## src/guard_cfg.svh

```systemverilog
/*
 * constants for the safety output supervisor: timing, register map, fields.
 * assumes a 50 MHz system clock and a 32-bit apb slave.
 */
`ifndef GUARD_CFG_SVH
`define GUARD_CFG_SVH
// ****************************************
// timing
// ****************************************
`define CLK_HZ 50000000
`define PRESS_MIN_MS 100
`define PRESS_MAX_MS 4000
`define FB_WIN_MS 500
`define AUTO_RST_MS 10000
// ****************************************
// register byte offsets
// ****************************************
`define OFS_CTRL 12'h000
`define OFS_STAT 12'h004
`define OFS_IRQ_ST 12'h008
`define OFS_IRQ_MASK 12'h00C
// ****************************************
// interrupt bit positions
// ****************************************
`define IRQ_FB_A 0
`define IRQ_FB_B 1
`define IRQ_FIELD 2
`define IRQ_ON 3
`define IRQ_W 4
// ****************************************
// display codes
// ****************************************
`define CODE_NONE 2'h0
`define CODE_FB_A 2'h1
`define CODE_FB_B 2'h2
`endif

```

## src/guard_pkg.sv

```systemverilog
/*
 * types for the safety output supervisor.
 * assumes guard_cfg.svh is on the include path.
 */
`include "guard_cfg.svh"
package guard_pkg;
    // supervisor states, one-hot
    typedef enum logic [4:0] {
        ST_LOCKED = 5'h01,
        ST_FB_CHK = 5'h02,
        ST_ON_WAIT = 5'h04,
        ST_ON = 5'h08,
        ST_FAULT = 5'h10
    } sup_state_t;
    // apb request from master
    typedef struct packed {
        logic psel;
        logic penable;
        logic pwrite;
        logic [11:0] paddr;
        logic [31:0] pwdata;
    } apb_req_t;
    // apb answer to master
    typedef struct packed {
        logic pready;
        logic pslverr;
        logic [31:0] prdata;
    } apb_rsp_t;
endpackage

```

## src/safety_restart_and_contactor_monitor.sv

```systemverilog
/*
 * safety output supervisor: restart interlock, dynamic contactor feedback
 * check, channel and range selection, apb registers and interrupt.
 * assumes inputs synchronous to CLK_SYS and RST asserted at power-up.
 */
// Local design decisions: the APB slave port and the register addresses.
// Summary of operation
// outputs stay off after interruption until reset
// power return waits locked for operator reset
// interlock always active, no enable needed
// press 0.1 s to 4 s switches outputs on
// too short or long press is ignored
// feedback monitor enabled by wiring only
// feedback closed required before every switch-on
// feedback must open within 500 ms after on
// feedback must close within 500 ms after off
// failed check drives outputs back off
// failure reported as code a or b
// feedback failure latches fault until power cycle
// factory wiring uses first channel
// reversed supply polarity selects second channel
// range pin halves emitted light power
// range control single channel, not safety
// yellow lit when locked and field free
// non-locking errors auto reset after 10 s
`timescale 1ns/1ns
module safety_restart_and_contactor_monitor
    import guard_pkg::*;
#(
    parameter int unsigned PRESS_MIN_CYC = `CLK_HZ / 1000 * `PRESS_MIN_MS,
    parameter int unsigned PRESS_MAX_CYC = `CLK_HZ / 1000 * `PRESS_MAX_MS,
    parameter int unsigned FB_WIN_CYC = `CLK_HZ / 1000 * `FB_WIN_MS,
    parameter int unsigned AUTO_RST_CYC = `CLK_HZ / 1000 * `AUTO_RST_MS
) (
    // clock and reset
    input wire logic CLK_SYS,
    input wire logic RST,
    // apb slave
    input wire logic PSEL,
    input wire logic PENABLE,
    input wire logic PWRITE,
    input wire logic [11:0] PADDR,
    input wire logic [31:0] PWDATA,
    output logic [31:0] PRDATA,
    output logic PREADY,
    output logic PSLVERR,
    // field, button, feedback, wiring
    input wire logic FIELD_FREE,
    input wire logic RESET_BUTTON,
    input wire logic FEEDBACK_CLOSED,
    input wire logic MONITOR_WIRED,
    input wire logic SUPPLY_REVERSED,
    input wire logic RANGE_PIN,
    input wire logic OTHER_ERROR,
    // outputs
    output logic SAFETY_OUT_A,
    output logic SAFETY_OUT_B,
    output logic YELLOW_LED,
    output logic SECOND_CHANNEL,
    output logic REDUCED_POWER,
    output logic [1:0] ERROR_CODE,
    output logic IRQ
);
    localparam int CW = 32;

    // whole state of the module
    typedef struct packed {
        sup_state_t st;
        logic [CW-1:0] tmr;         // feedback window timer
        logic [CW-1:0] press;       // button held time
        logic [CW-1:0] auto;        // auto reset timer
        logic btn_d;                // button previous level
        logic gen_err;              // non-locking error active
        logic [1:0] code;           // display error code
        logic [`IRQ_W-1:0] irq_st;  // sticky events
        logic [`IRQ_W-1:0] irq_mask;
        logic field_d;
        logic [31:0] rdata;
        logic force_off;            // software request to keep off
        logic acc_d;                // first access cycle seen, wait state
    } state_t;

    state_t cur_r;
    state_t cur_nxt;

    // saturating increment
    function automatic logic [CW-1:0] inc(input logic [CW-1:0] v);
        inc = (v == {CW{1'b1}}) ? v : v + 1'b1;
    endfunction

    // status word for reads
    function automatic logic [31:0] stat_word(input state_t s);
        stat_word = {24'h0, s.code, s.gen_err, s.st};
    endfunction

    // address decode of the register map, used only for the error flag; reads decode on their own
    function automatic logic mapped(input logic [11:0] a);
        mapped = (a == `OFS_CTRL) || (a == `OFS_STAT) || (a == `OFS_IRQ_ST)
            || (a == `OFS_IRQ_MASK);
    endfunction

    logic apb_acc;
    logic apb_wr;
    logic apb_rd;
    logic apb_first;   // first access cycle, read data loads
    logic apb_rdy;     // ready edge, writes and clears act
    logic press_ok;
    logic btn_fall;
    logic [`IRQ_W-1:0] ev;

    // ****************************************
    // next state
    // ****************************************
    always_comb begin
        cur_nxt = cur_r;
        ev = '0;
        // apb: one wait state so read data comes from a flip-flop at the ready edge
        apb_acc = PSEL && PENABLE;
        apb_first = apb_acc && !cur_r.acc_d;
        apb_rdy = apb_acc && cur_r.acc_d;
        apb_wr = apb_rdy && PWRITE;
        apb_rd = apb_first && !PWRITE;
        cur_nxt.acc_d = apb_first;
        cur_nxt.btn_d = RESET_BUTTON;
        cur_nxt.field_d = FIELD_FREE;
        btn_fall = cur_r.btn_d && !RESET_BUTTON;
        // press timing window
        press_ok = btn_fall && (cur_r.press >= CW'(PRESS_MIN_CYC))
            && (cur_r.press <= CW'(PRESS_MAX_CYC));
        if (RESET_BUTTON) begin
            cur_nxt.press = inc(cur_r.press);
        end else begin
            cur_nxt.press = '0;
        end
        if (cur_r.field_d && !FIELD_FREE) begin
            ev[`IRQ_FIELD] = 1'b1;
        end
        // non-locking error with auto reset
        if (OTHER_ERROR) begin
            cur_nxt.gen_err = 1'b1;
            cur_nxt.auto = '0;
        end else if (cur_r.gen_err) begin
            cur_nxt.auto = inc(cur_r.auto);
            if (cur_r.auto >= CW'(AUTO_RST_CYC - 1)) begin
                cur_nxt.gen_err = 1'b0;
            end
        end
        cur_nxt.tmr = inc(cur_r.tmr);
        // supervisor
        case (cur_r.st)
            ST_LOCKED: begin
                // reset state after power-up too
                if (press_ok && FIELD_FREE && !cur_r.gen_err && !cur_r.force_off) begin
                    if (MONITOR_WIRED && !FEEDBACK_CLOSED) begin
                        cur_nxt.st = ST_LOCKED;
                    end else begin
                        cur_nxt.st = MONITOR_WIRED ? ST_ON_WAIT : ST_ON;
                        cur_nxt.tmr = '0;
                        ev[`IRQ_ON] = 1'b1;
                    end
                end
            end
            ST_ON_WAIT: begin
                // outputs on, feedback must open
                if (!FIELD_FREE || cur_r.gen_err || cur_r.force_off) begin
                    cur_nxt.st = ST_FB_CHK;
                    cur_nxt.tmr = '0;
                end else if (!FEEDBACK_CLOSED) begin
                    cur_nxt.st = ST_ON;
                end else if (cur_r.tmr >= CW'(FB_WIN_CYC - 1)) begin
                    cur_nxt.st = ST_FAULT;
                    cur_nxt.code = `CODE_FB_A;
                    ev[`IRQ_FB_A] = 1'b1;
                end
            end
            ST_ON: begin
                if (!FIELD_FREE || cur_r.gen_err || cur_r.force_off) begin
                    cur_nxt.st = MONITOR_WIRED ? ST_FB_CHK : ST_LOCKED;
                    cur_nxt.tmr = '0;
                end
            end
            ST_FB_CHK: begin
                // outputs off, feedback must close
                if (FEEDBACK_CLOSED) begin
                    cur_nxt.st = ST_LOCKED;
                end else if (cur_r.tmr >= CW'(FB_WIN_CYC - 1)) begin
                    cur_nxt.st = ST_FAULT;
                    cur_nxt.code = `CODE_FB_B;
                    ev[`IRQ_FB_B] = 1'b1;
                end
            end
            ST_FAULT: begin
                cur_nxt.st = ST_FAULT;
            end
            default: begin
                cur_nxt.st = ST_FAULT;
            end
        endcase
        // register writes
        if (apb_wr) begin
            if (PADDR == `OFS_CTRL) begin
                cur_nxt.force_off = PWDATA[0];
            end else if (PADDR == `OFS_IRQ_MASK) begin
                cur_nxt.irq_mask = PWDATA[`IRQ_W-1:0];
            end
        end
        // read data loads in the wait state and stands through the ready edge
        if (!apb_acc) begin
            cur_nxt.rdata = '0;
        end else if (apb_rd) begin
            if (PADDR == `OFS_CTRL) begin
                cur_nxt.rdata = {31'h0, cur_r.force_off};
            end else if (PADDR == `OFS_STAT) begin
                cur_nxt.rdata = stat_word(cur_r);
            end else if (PADDR == `OFS_IRQ_ST) begin
                cur_nxt.rdata = {28'h0, cur_r.irq_st};
            end else if (PADDR == `OFS_IRQ_MASK) begin
                cur_nxt.rdata = {28'h0, cur_r.irq_mask};
            end else begin
                cur_nxt.rdata = '0; // unmapped reads as zero
            end
        end
        // read-to-clear takes only the bits reported, a newer event is kept
        if (apb_rdy && !PWRITE && PADDR == `OFS_IRQ_ST) begin
            cur_nxt.irq_st = cur_r.irq_st & ~cur_r.rdata[`IRQ_W-1:0];
        end
        // set wins over the clear
        cur_nxt.irq_st = cur_nxt.irq_st | ev;
    end

    // ****************************************
    // state register
    // ****************************************
    always_ff @(posedge CLK_SYS) begin
        if (RST) begin
            cur_r <= '{st: ST_LOCKED, code: `CODE_NONE, default: '0};
        end else begin
            cur_r <= cur_nxt;
        end
    end

    // ****************************************
    // outputs
    // ****************************************
    logic out_on;
    assign out_on = (cur_r.st == ST_ON) || (cur_r.st == ST_ON_WAIT);
    assign SAFETY_OUT_A = out_on;
    assign SAFETY_OUT_B = out_on;
    assign YELLOW_LED = (cur_r.st == ST_LOCKED) && cur_r.field_d;
    assign SECOND_CHANNEL = SUPPLY_REVERSED;
    assign REDUCED_POWER = RANGE_PIN; // plain pass, unmonitored
    assign ERROR_CODE = cur_r.code;
    assign IRQ = |(cur_r.irq_st & cur_r.irq_mask);
    assign PRDATA = cur_r.rdata;
    assign PREADY = apb_rdy;
    assign PSLVERR = apb_rdy && !mapped(PADDR);

    // ****************************************
    // assertions
    // ****************************************
    // window timer seen by the checks below
    logic [CW-1:0] fb_tmr_chk;
    assign fb_tmr_chk = cur_r.tmr;

    // ****************************************
    // restart interlock
    // ****************************************
    // a broken field drops the outputs on the next edge
    out_locked_a: assert property (@(posedge CLK_SYS) disable iff (RST)
        !FIELD_FREE && out_on |=> !out_on)
        else $error("outputs stayed on with field broken");
    stay_off_a: assert property (@(posedge CLK_SYS) disable iff (RST)
        !out_on && !FIELD_FREE |=> !out_on)
        else $error("outputs on while field broken");
    field_event_a: assert property (@(posedge CLK_SYS) disable iff (RST)
        cur_r.field_d && !FIELD_FREE |=> cur_r.irq_st[`IRQ_FIELD])
        else $error("field break event lost");
    // no way on but an accepted press
    no_auto_on_a: assert property (@(posedge CLK_SYS) disable iff (RST)
        !out_on && !press_ok |=> !out_on)
        else $error("outputs switched on without press");
    reset_locked_a: assert property (@(posedge CLK_SYS)
        $fell(RST) |-> cur_r.st == ST_LOCKED && !out_on)
        else $error("not locked after reset");
    press_len_a: assert property (@(posedge CLK_SYS) disable iff (RST)
        btn_fall && cur_r.press < CW'(PRESS_MIN_CYC) && cur_r.st == ST_LOCKED |=> !out_on)
        else $error("short press accepted");
    press_long_a: assert property (@(posedge CLK_SYS) disable iff (RST)
        btn_fall && cur_r.press > CW'(PRESS_MAX_CYC) && cur_r.st == ST_LOCKED |=> !out_on)
        else $error("long press accepted");
    press_on_a: assert property (@(posedge CLK_SYS) disable iff (RST)
        press_ok && cur_r.st == ST_LOCKED && FIELD_FREE && !cur_r.gen_err && !cur_r.force_off
        && (!MONITOR_WIRED || FEEDBACK_CLOSED) |=> out_on)
        else $error("valid press ignored");
    // non-locking errors hold off, clear later, never restart
    err_blocks_a: assert property (@(posedge CLK_SYS) disable iff (RST)
        cur_r.gen_err && !out_on |=> !out_on)
        else $error("restart during error");
    auto_clear_a: assert property (@(posedge CLK_SYS) disable iff (RST)
        cur_r.gen_err && !OTHER_ERROR && cur_r.auto >= CW'(AUTO_RST_CYC - 1) |=> !cur_r.gen_err)
        else $error("error not cleared in time");

    // ****************************************
    // contactor feedback
    // ****************************************
    // switch-on only with a closed loop, when wired
    fb_closed_a: assert property (@(posedge CLK_SYS) disable iff (RST)
        $rose(out_on) && $past(MONITOR_WIRED) |-> $past(FEEDBACK_CLOSED))
        else $error("switch-on with open feedback");
    unwired_on_a: assert property (@(posedge CLK_SYS) disable iff (RST)
        $rose(out_on) && !$past(MONITOR_WIRED) |-> cur_r.st == ST_ON)
        else $error("unwired switch-on checked feedback");
    unwired_off_a: assert property (@(posedge CLK_SYS) disable iff (RST)
        cur_r.st == ST_ON && !MONITOR_WIRED && !FIELD_FREE |=> cur_r.st == ST_LOCKED)
        else $error("unwired switch-off checked feedback");
    // open window after switch-on
    fb_open_a: assert property (@(posedge CLK_SYS) disable iff (RST)
        cur_r.st == ST_ON_WAIT |-> fb_tmr_chk < CW'(FB_WIN_CYC))
        else $error("open window exceeded");
    open_seen_a: assert property (@(posedge CLK_SYS) disable iff (RST)
        cur_r.st == ST_ON_WAIT && FIELD_FREE && !cur_r.gen_err && !cur_r.force_off
        && !FEEDBACK_CLOSED |=> cur_r.st == ST_ON)
        else $error("opened loop not accepted");
    // close window after switch-off
    fb_chk_entry_a: assert property (@(posedge CLK_SYS) disable iff (RST)
        out_on && MONITOR_WIRED && !FIELD_FREE |=> cur_r.st == ST_FB_CHK)
        else $error("close check skipped");
    close_seen_a: assert property (@(posedge CLK_SYS) disable iff (RST)
        cur_r.st == ST_FB_CHK && FEEDBACK_CLOSED |=> cur_r.st == ST_LOCKED)
        else $error("closed loop not accepted");
    fb_close_a: assert property (@(posedge CLK_SYS) disable iff (RST)
        cur_r.st == ST_FB_CHK |-> fb_tmr_chk < CW'(FB_WIN_CYC))
        else $error("close window exceeded");
    // failures drop the outputs and latch a code
    fb_timeout_a: assert property (@(posedge CLK_SYS) disable iff (RST)
        cur_r.st == ST_ON_WAIT && FIELD_FREE && !cur_r.gen_err && !cur_r.force_off
        && FEEDBACK_CLOSED && fb_tmr_chk >= CW'(FB_WIN_CYC - 1) |=> !out_on)
        else $error("outputs kept on after open timeout");
    fb_fault_a: assert property (@(posedge CLK_SYS) disable iff (RST)
        cur_r.st == ST_FAULT |-> !SAFETY_OUT_A && !SAFETY_OUT_B)
        else $error("outputs on in fault");
    fault_code_a: assert property (@(posedge CLK_SYS) disable iff (RST)
        cur_r.st == ST_FAULT |-> cur_r.code == `CODE_FB_A || cur_r.code == `CODE_FB_B)
        else $error("fault without code");
    fault_a_code_a: assert property (@(posedge CLK_SYS) disable iff (RST)
        ev[`IRQ_FB_A] |=> ERROR_CODE == `CODE_FB_A)
        else $error("wrong code for open failure");
    fault_b_code_a: assert property (@(posedge CLK_SYS) disable iff (RST)
        ev[`IRQ_FB_B] |=> ERROR_CODE == `CODE_FB_B)
        else $error("wrong code for close failure");
    fault_hold_a: assert property (@(posedge CLK_SYS) disable iff (RST)
        cur_r.st == ST_FAULT |=> cur_r.st == ST_FAULT && cur_r.code != `CODE_NONE)
        else $error("fault left without power cycle");

    // ****************************************
    // outputs and indicator
    // ****************************************
    pair_equal_a: assert property (@(posedge CLK_SYS) disable iff (RST)
        SAFETY_OUT_A == SAFETY_OUT_B)
        else $error("safety pair disagrees");
    yellow_led_a: assert property (@(posedge CLK_SYS) disable iff (RST)
        YELLOW_LED |-> !out_on && $past(FIELD_FREE))
        else $error("yellow lit wrongly");
    lock_yellow_a: assert property (@(posedge CLK_SYS) disable iff (RST)
        cur_r.st == ST_LOCKED && cur_r.field_d |-> YELLOW_LED)
        else $error("yellow dark while unlockable");

    // ****************************************
    // covers
    // ****************************************
    // outputs switched on
    on_cov_c: cover property (@(posedge CLK_SYS) disable iff (RST) $rose(out_on));
    // loop failed to open
    fault_a_cov_c: cover property (@(posedge CLK_SYS) disable iff (RST) ev[`IRQ_FB_A]);
    // loop failed to close
    fault_b_cov_c: cover property (@(posedge CLK_SYS) disable iff (RST) ev[`IRQ_FB_B]);
    // press of wrong length refused
    press_rej_c: cover property (@(posedge CLK_SYS) disable iff (RST)
        btn_fall && !press_ok && cur_r.st == ST_LOCKED);
    // non-locking error cleared itself
    auto_clr_c: cover property (@(posedge CLK_SYS) disable iff (RST) $fell(cur_r.gen_err));
endmodule // safety_restart_and_contactor_monitor

```

## config.mk

```make
export PLATFORM = sky130hd
export DESIGN_NAME = safety_restart_and_contactor_monitor
export DESIGN_NICKNAME = d
export VERILOG_FILES = /design/src/guard_pkg.sv /design/src/safety_restart_and_contactor_monitor.sv
export VERILOG_INCLUDE_DIRS = /design/src
export SDC_FILE = /design/constraint.sdc
export NUM_CORES = 1
export LEC_CHECK = 0
export BUFFER_PORTS_ARGS = -buffer_cell sky130_fd_sc_hd__buf_2
export CORE_MARGIN = 3
export CORE_UTILIZATION = 35
export DETAILED_ROUTE_END_ITERATION = 7
export PLACE_DENSITY = 0.58
export SKIP_LAST_GASP = 1
export SYNTH_ARGS = -nofsm -noshare
export SYNTH_HDL_FRONTEND = slang
export SYNTH_SLANG_ARGS = --single-unit
```

## constraint.sdc

```tcl
create_clock -name CLK_SYS -period 2.3 [get_ports CLK_SYS]
set_clock_uncertainty 0.2 [all_clocks]
set_input_delay 0.46 -clock CLK_SYS [delete_from_list [all_inputs] [get_ports CLK_SYS]]
set_output_delay 0.46 -clock CLK_SYS [all_outputs]
set_load 0.05 [all_outputs]
```

* After elaboration in Yosys (flattened, before gate mapping)
Cells that the tools add are included.
Storage, ports and cells: register bits after elaboration 148, output and inout bits 42, input bits 56, logic and storage cells 125
Cells by class: mux-type cells 38, reduce and logical (&&, ||, !) cells 42, magnitude comparators 4, eq/ne operators 17, add/sub/neg operators 3, bitwise logic cells 8
Operator list (number):
- adder 32 x 1 -> 32 bit, second input constant | 3
- == test 32 bit, second input constant | 3
- 2-to-1 mux 32 bit | 3
- one-hot mux 32 bit (3 select lines) | 1
- 2-to-1 mux 37 bit | 2
- >= comparator 32 x 23 -> 1 bit, second input constant | 1
- >= comparator 32 x 25 -> 1 bit, second input constant | 1
- >= comparator 32 x 29 -> 1 bit, second input constant | 1
- less-or-equal comparator 32 x 28 -> 1 bit, second input constant | 1
- == test 12 x 4 -> 1 bit, second input constant | 2
- 2-to-1 mux 4 bit | 5
- 2-to-1 mux 5 bit | 4
- one-hot mux 5 bit (4 select lines) | 1
- logical AND 1 bit | 17
- 2-to-1 mux 8 bit | 2
- != test 2 bit, second input constant | 7
- 2-to-1 mux 1 bit | 13
- == test 12 x 3 -> 1 bit, second input constant | 1
- zero test 12 bit | 1
- 2-to-1 mux 2 bit | 6
- bitwise AND 4 bit | 2
- zero test 1 bit | 8
- logical OR 1 bit | 6
- AND reduction 2 bit | 3
- 13 further kinds | 18

* Longest topological paths before layout
word-level depth 10, gate-level depth with buffers 9, depth with buffers taken out 7

* Worst setup path before layout
OpenSTA, ideal clock, no wires.
kind in2reg, start input PSEL, end register cur_r[35] in the netlist's numbering, data required time 1.972 ns, slack 0.103 ns, setup time 0.128 ns, data arrival time 1.869 ns, stages on the path 5, path buffers 0, cell sequence and3_1 nand2_1 nor3_1 mux2i_1 nor2_1
On the way: word-level cells in the longest chain between the ends 4
RTL lines:
- from (decl) | line safety_restart_and_contactor_monitor.sv:39 | input wire logic PSEL,
- logical AND 1 bit | line safety_restart_and_contactor_monitor.sv:118 | apb_acc = PSEL && PENABLE;
- logical AND 1 bit | line safety_restart_and_contactor_monitor.sv:120 | apb_rdy = apb_acc && cur_r.acc_d;
- logical AND 1 bit | line safety_restart_and_contactor_monitor.sv:121 | apb_wr = apb_rdy && PWRITE;
- AND reduction 3 bit (no line)
- to (signal assigned) | line safety_restart_and_contactor_monitor.sv:238 | cur_r <= cur_nxt;
- to (decl) | line safety_restart_and_contactor_monitor.sv:83 | state_t cur_r;
Every way passes these cells. A chain may end at the register's enable or synchronous reset.

* Worst setup path after layout
start register cur_r[79] in the netlist's numbering, end register cur_r (netlist bit fb_tmr_chk[11])
On the way: word-level cells in the longest chain between the ends 8, elaborated cells on any way between the ends 9, classes of those cells 2 x order compare; 2 x mux; 5 x reduce/logical
RTL lines:
- >= comparator 32 x 23 -> 1 bit | line safety_restart_and_contactor_monitor.sv:128 | press_ok = btn_fall && (cur_r.press >= CW'(PRESS_MIN_CYC))
- logical AND 1 bit | line safety_restart_and_contactor_monitor.sv:128
- logical AND 1 bit (*) | line safety_restart_and_contactor_monitor.sv:129 | && (cur_r.press <= CW'(PRESS_MAX_CYC));
- logical AND 1 bit (*) (3 in series) | line safety_restart_and_contactor_monitor.sv:153 | if (press_ok && FIELD_FREE && !cur_r.gen_err && !cur_r.force_off) begin
- 2-to-1 mux 37 bit (*) | line safety_restart_and_contactor_monitor.sv:153
- one-hot mux 32 bit (3 select lines) (*) | line safety_restart_and_contactor_monitor.sv:150 | case (cur_r.st)
Every way passes the cells marked *; elsewhere a longest branch is shown, timed or not. The select of a mux whose other input is x is not followed.

==> impl_metrics.ini <==
[cts]
h-tree-depth = 4
clk_path_buf_depth = 2
clkSinkCount = 124
cts_tree = yes
cts_root_buf = clkbuf_16
clk_pin_slew_ps = 60
numCtsBuffers = 17
holdBufCountCts = 0
clock_latency_ps = 420

[pwr]
pwr-share-comb = 0.051
p_leak_nw = 2.970
p_per_area_nw_per_um2 = 615.5
peakVddDrop_uv = 471.0
internal_power_mw = 4.024
pwr-share-clk = 0.530
p_switching_mw = 1.188
power_frac_seq = 0.419
p_sw_frac = 0.2279
finalPower_mw = 5.212

[synth]
synthTopCellsByArea = dfxtp_1 36%, buf_4 4.2%, a21oi_1 3.8%
synth_edf_count = 0
synth_top_area_frac = 0.3584
yosysMostFrequentCell = dfxtp_1
synth_cells = 837
synthSimpleGateAreaFrac = 0.3057
synthArstFlopShare = 0
synth.distinct_cells = 74
synth_compound_gate_area_share = 0.1774
avgSynthCellArea_um2 = 8.274
synth_top_area_cell = dfxtp_1
ys_seq_area_frac = 0.3584
synth_adder_area_share = 0.007227
synth_top_cells_by_count = 124 x dfxtp_1, 56 x nor2_1, 55 x nand2_1
synth-main-ff-cell = dfxtp_1
synth_top_family_by_area = simple AND/OR/NAND/NOR gates
ys_warn_count = 0
yosys_register_bits = 124
synthXorXnorAreaFrac = 0.05185
synth.area.mux_share = 0.02114
syn-cell-area_um2 = 6925

[global_route]
grt_usage = 0.1587
grt_max_degree = 33
grt_pass1_vias = 5880
gr-total-overflow = 0
antenna_found_initial = 0
grt_pass1_wl_um = 28570

[detailed_routing]
drc = 0
wl_met2_um = 7961
vias_per_cell = 5.364
dr_wl_met3_um = 776
routedWlPerCell_um = 14.51
finalWirelength_um = 17330
routed-via-count = 6405
met1_length_um = 8357
drt_iter0_markers = 346
drt-pass1-iter-count = 5
top_layer = met4
ant_nets = 0

[timing]
hold-worst-slack_ps = 76.17
rsz0062_at_grt = true
setup_viol = 0
layout_worst_path_cycle_share = 0.9710
period_needed_ps = 2233
fin_setup_tns_ps = 0
slew_violations = 0
hold_viol_final = 0
slew_headroom = 0.6026
worst_slew_pin_slew_ps = 596.1
worst_slack_ps = 66.79
clock.fmax_mhz = 447.8

[floorplanning]
die_y_um = 146.7
die-area_um2 = 21510
start_util = 0.3630
die_x_um = 146.7
core_area_um2 = 19080
pin_count = 98
rows = 50

[status]
status = completed

[setup_path]
cp_max_fo = 16
r2r_end = fb_tmr_chk[11]$_SDFF_PP0_
startpoint_type = register
r2r_start = cur_r[79]$_SDFFE_PP0P_
critPathCapture = fb_tmr_chk[11]$_SDFF_PP0_
crit_type = reg2reg
arrival_ps = 2340
regToRegSetupSlack_ps = 70
ff2ff_path_depth = 8
cp.required_ps = 2410
endpoint_kind = register
crit_start = cur_r[79]$_SDFFE_PP0P_

[place]
pre_cts_slack_ps = 50.31
placed_area_um2 = 7635
place.gp.congestion = 0.8103
portBuffers = 41
dpl.hpwl_um = 12050
dp.cells = 1153

[cells_and_area]
seq_area_um2 = 2491
utilization = 0.4438
instances_no_fill = 1194
num-fill-cells = 1913
area_growth_pct = 22.28
layout.nets = 981
drive_gt1_frac = 0.2216
fin_area_um2 = 8468
diodes = 0
multi_input_area_um2 = 4113

[job]
drv_cap = 0

[worst_hold_path]
hold_depth = 3
holdCritPathClass = in2reg
## power groups by stage
| stage | Combinational (mW) | Clock, mW | Sequential (mW) |
|---|---|---|---|
| finish | 0.266 | 2.76 | 2.18 |
| global route | 0.288 | 2.92 | 2.18 |
| CTS | 0.260 | 2.84 | 2.18 |
| detailed placement | 0.257 | 0 | 2.23 |
| global placement | 0.258 | 0 | 2.23 |
| floorplan | 0.224 | 0 | 2.22 |
## critical path, stage by stage (launching register included)
cell and delay [ps]:
dfxtp_2 330, inv_1 80, ha_1 180, nor4b_4 220, and4_1 230, and4_1 260
o2111a_2 330, clkbuf_16 210, nor3_1 60
## final cells by class
type                            instances  area share
Tap cell                              260     0.03842
Multi-Input combinational cell        637      0.4857
Sequential cell                       124      0.2942
Clock inverter                         11     0.01655
Timing Repair Buffer                  116     0.09855
Clock buffer                           21     0.05556
Inverter                               25     0.01108
## sequential cells by signal (all words and copies together), names as in the netlist
name	cells
fb_tmr_chk	32
cur_r	82
ERROR_CODE	2
PRDATA	8
## worst min-delay path by stage
stage	from	endpoint	slack, ps
2_1_floorplan	cur_r[0]$_SDFF_PP0_	cur_r[0]$_SDFF_PP0_	220
3_3_place_gp	cur_r[0]$_SDFF_PP0_	cur_r[0]$_SDFF_PP0_	230
3_5_place_dp	cur_r[0]$_SDFF_PP0_	cur_r[0]$_SDFF_PP0_	240
4_1_cts	OTHER_ERROR	cur_r[45]$_SDFF_PP0_	60
5_1_grt	OTHER_ERROR	cur_r[45]$_SDFF_PP0_	60
6_report	PWDATA[3]	cur_r[38]$_SDFFE_PP0P_	80
## metal layers
layer,up-vias,track usage
met2,137,0.2459
met3,17,0.03321
li1,3256,-
met1,2995,0.2175
met4,0,0.05927
met5,-,0
## cell families after synthesis
kind of cell	count (synthesis)
other cells	1
mux	13
flops	124
fa+ha+maj	4
buf+inv	99
simple gates	372
xor+xnor	41
compound gates	183
## placed cells by master, fill, tap and decap left out, drive strengths merged, types with 26 or more instances in the layout
cell and count:
nor4 26, inv 26, buf 113, nand4 30, o21ai 38, or3 32, nand3 43, a21oi 53
xnor2 27, dfxtp 124, nor2 56, nor3 42, nand2 55
## what timing repair did
action | in CTS | in global routing
cloned | 0 | 1
setup buffers | 0 | 8
gates resized for setup | 6 | 29
pin swaps | 0 | 7
setup endpoints to repair | 3 | 43
Note: power is estimated with default switching activity, not from simulation.
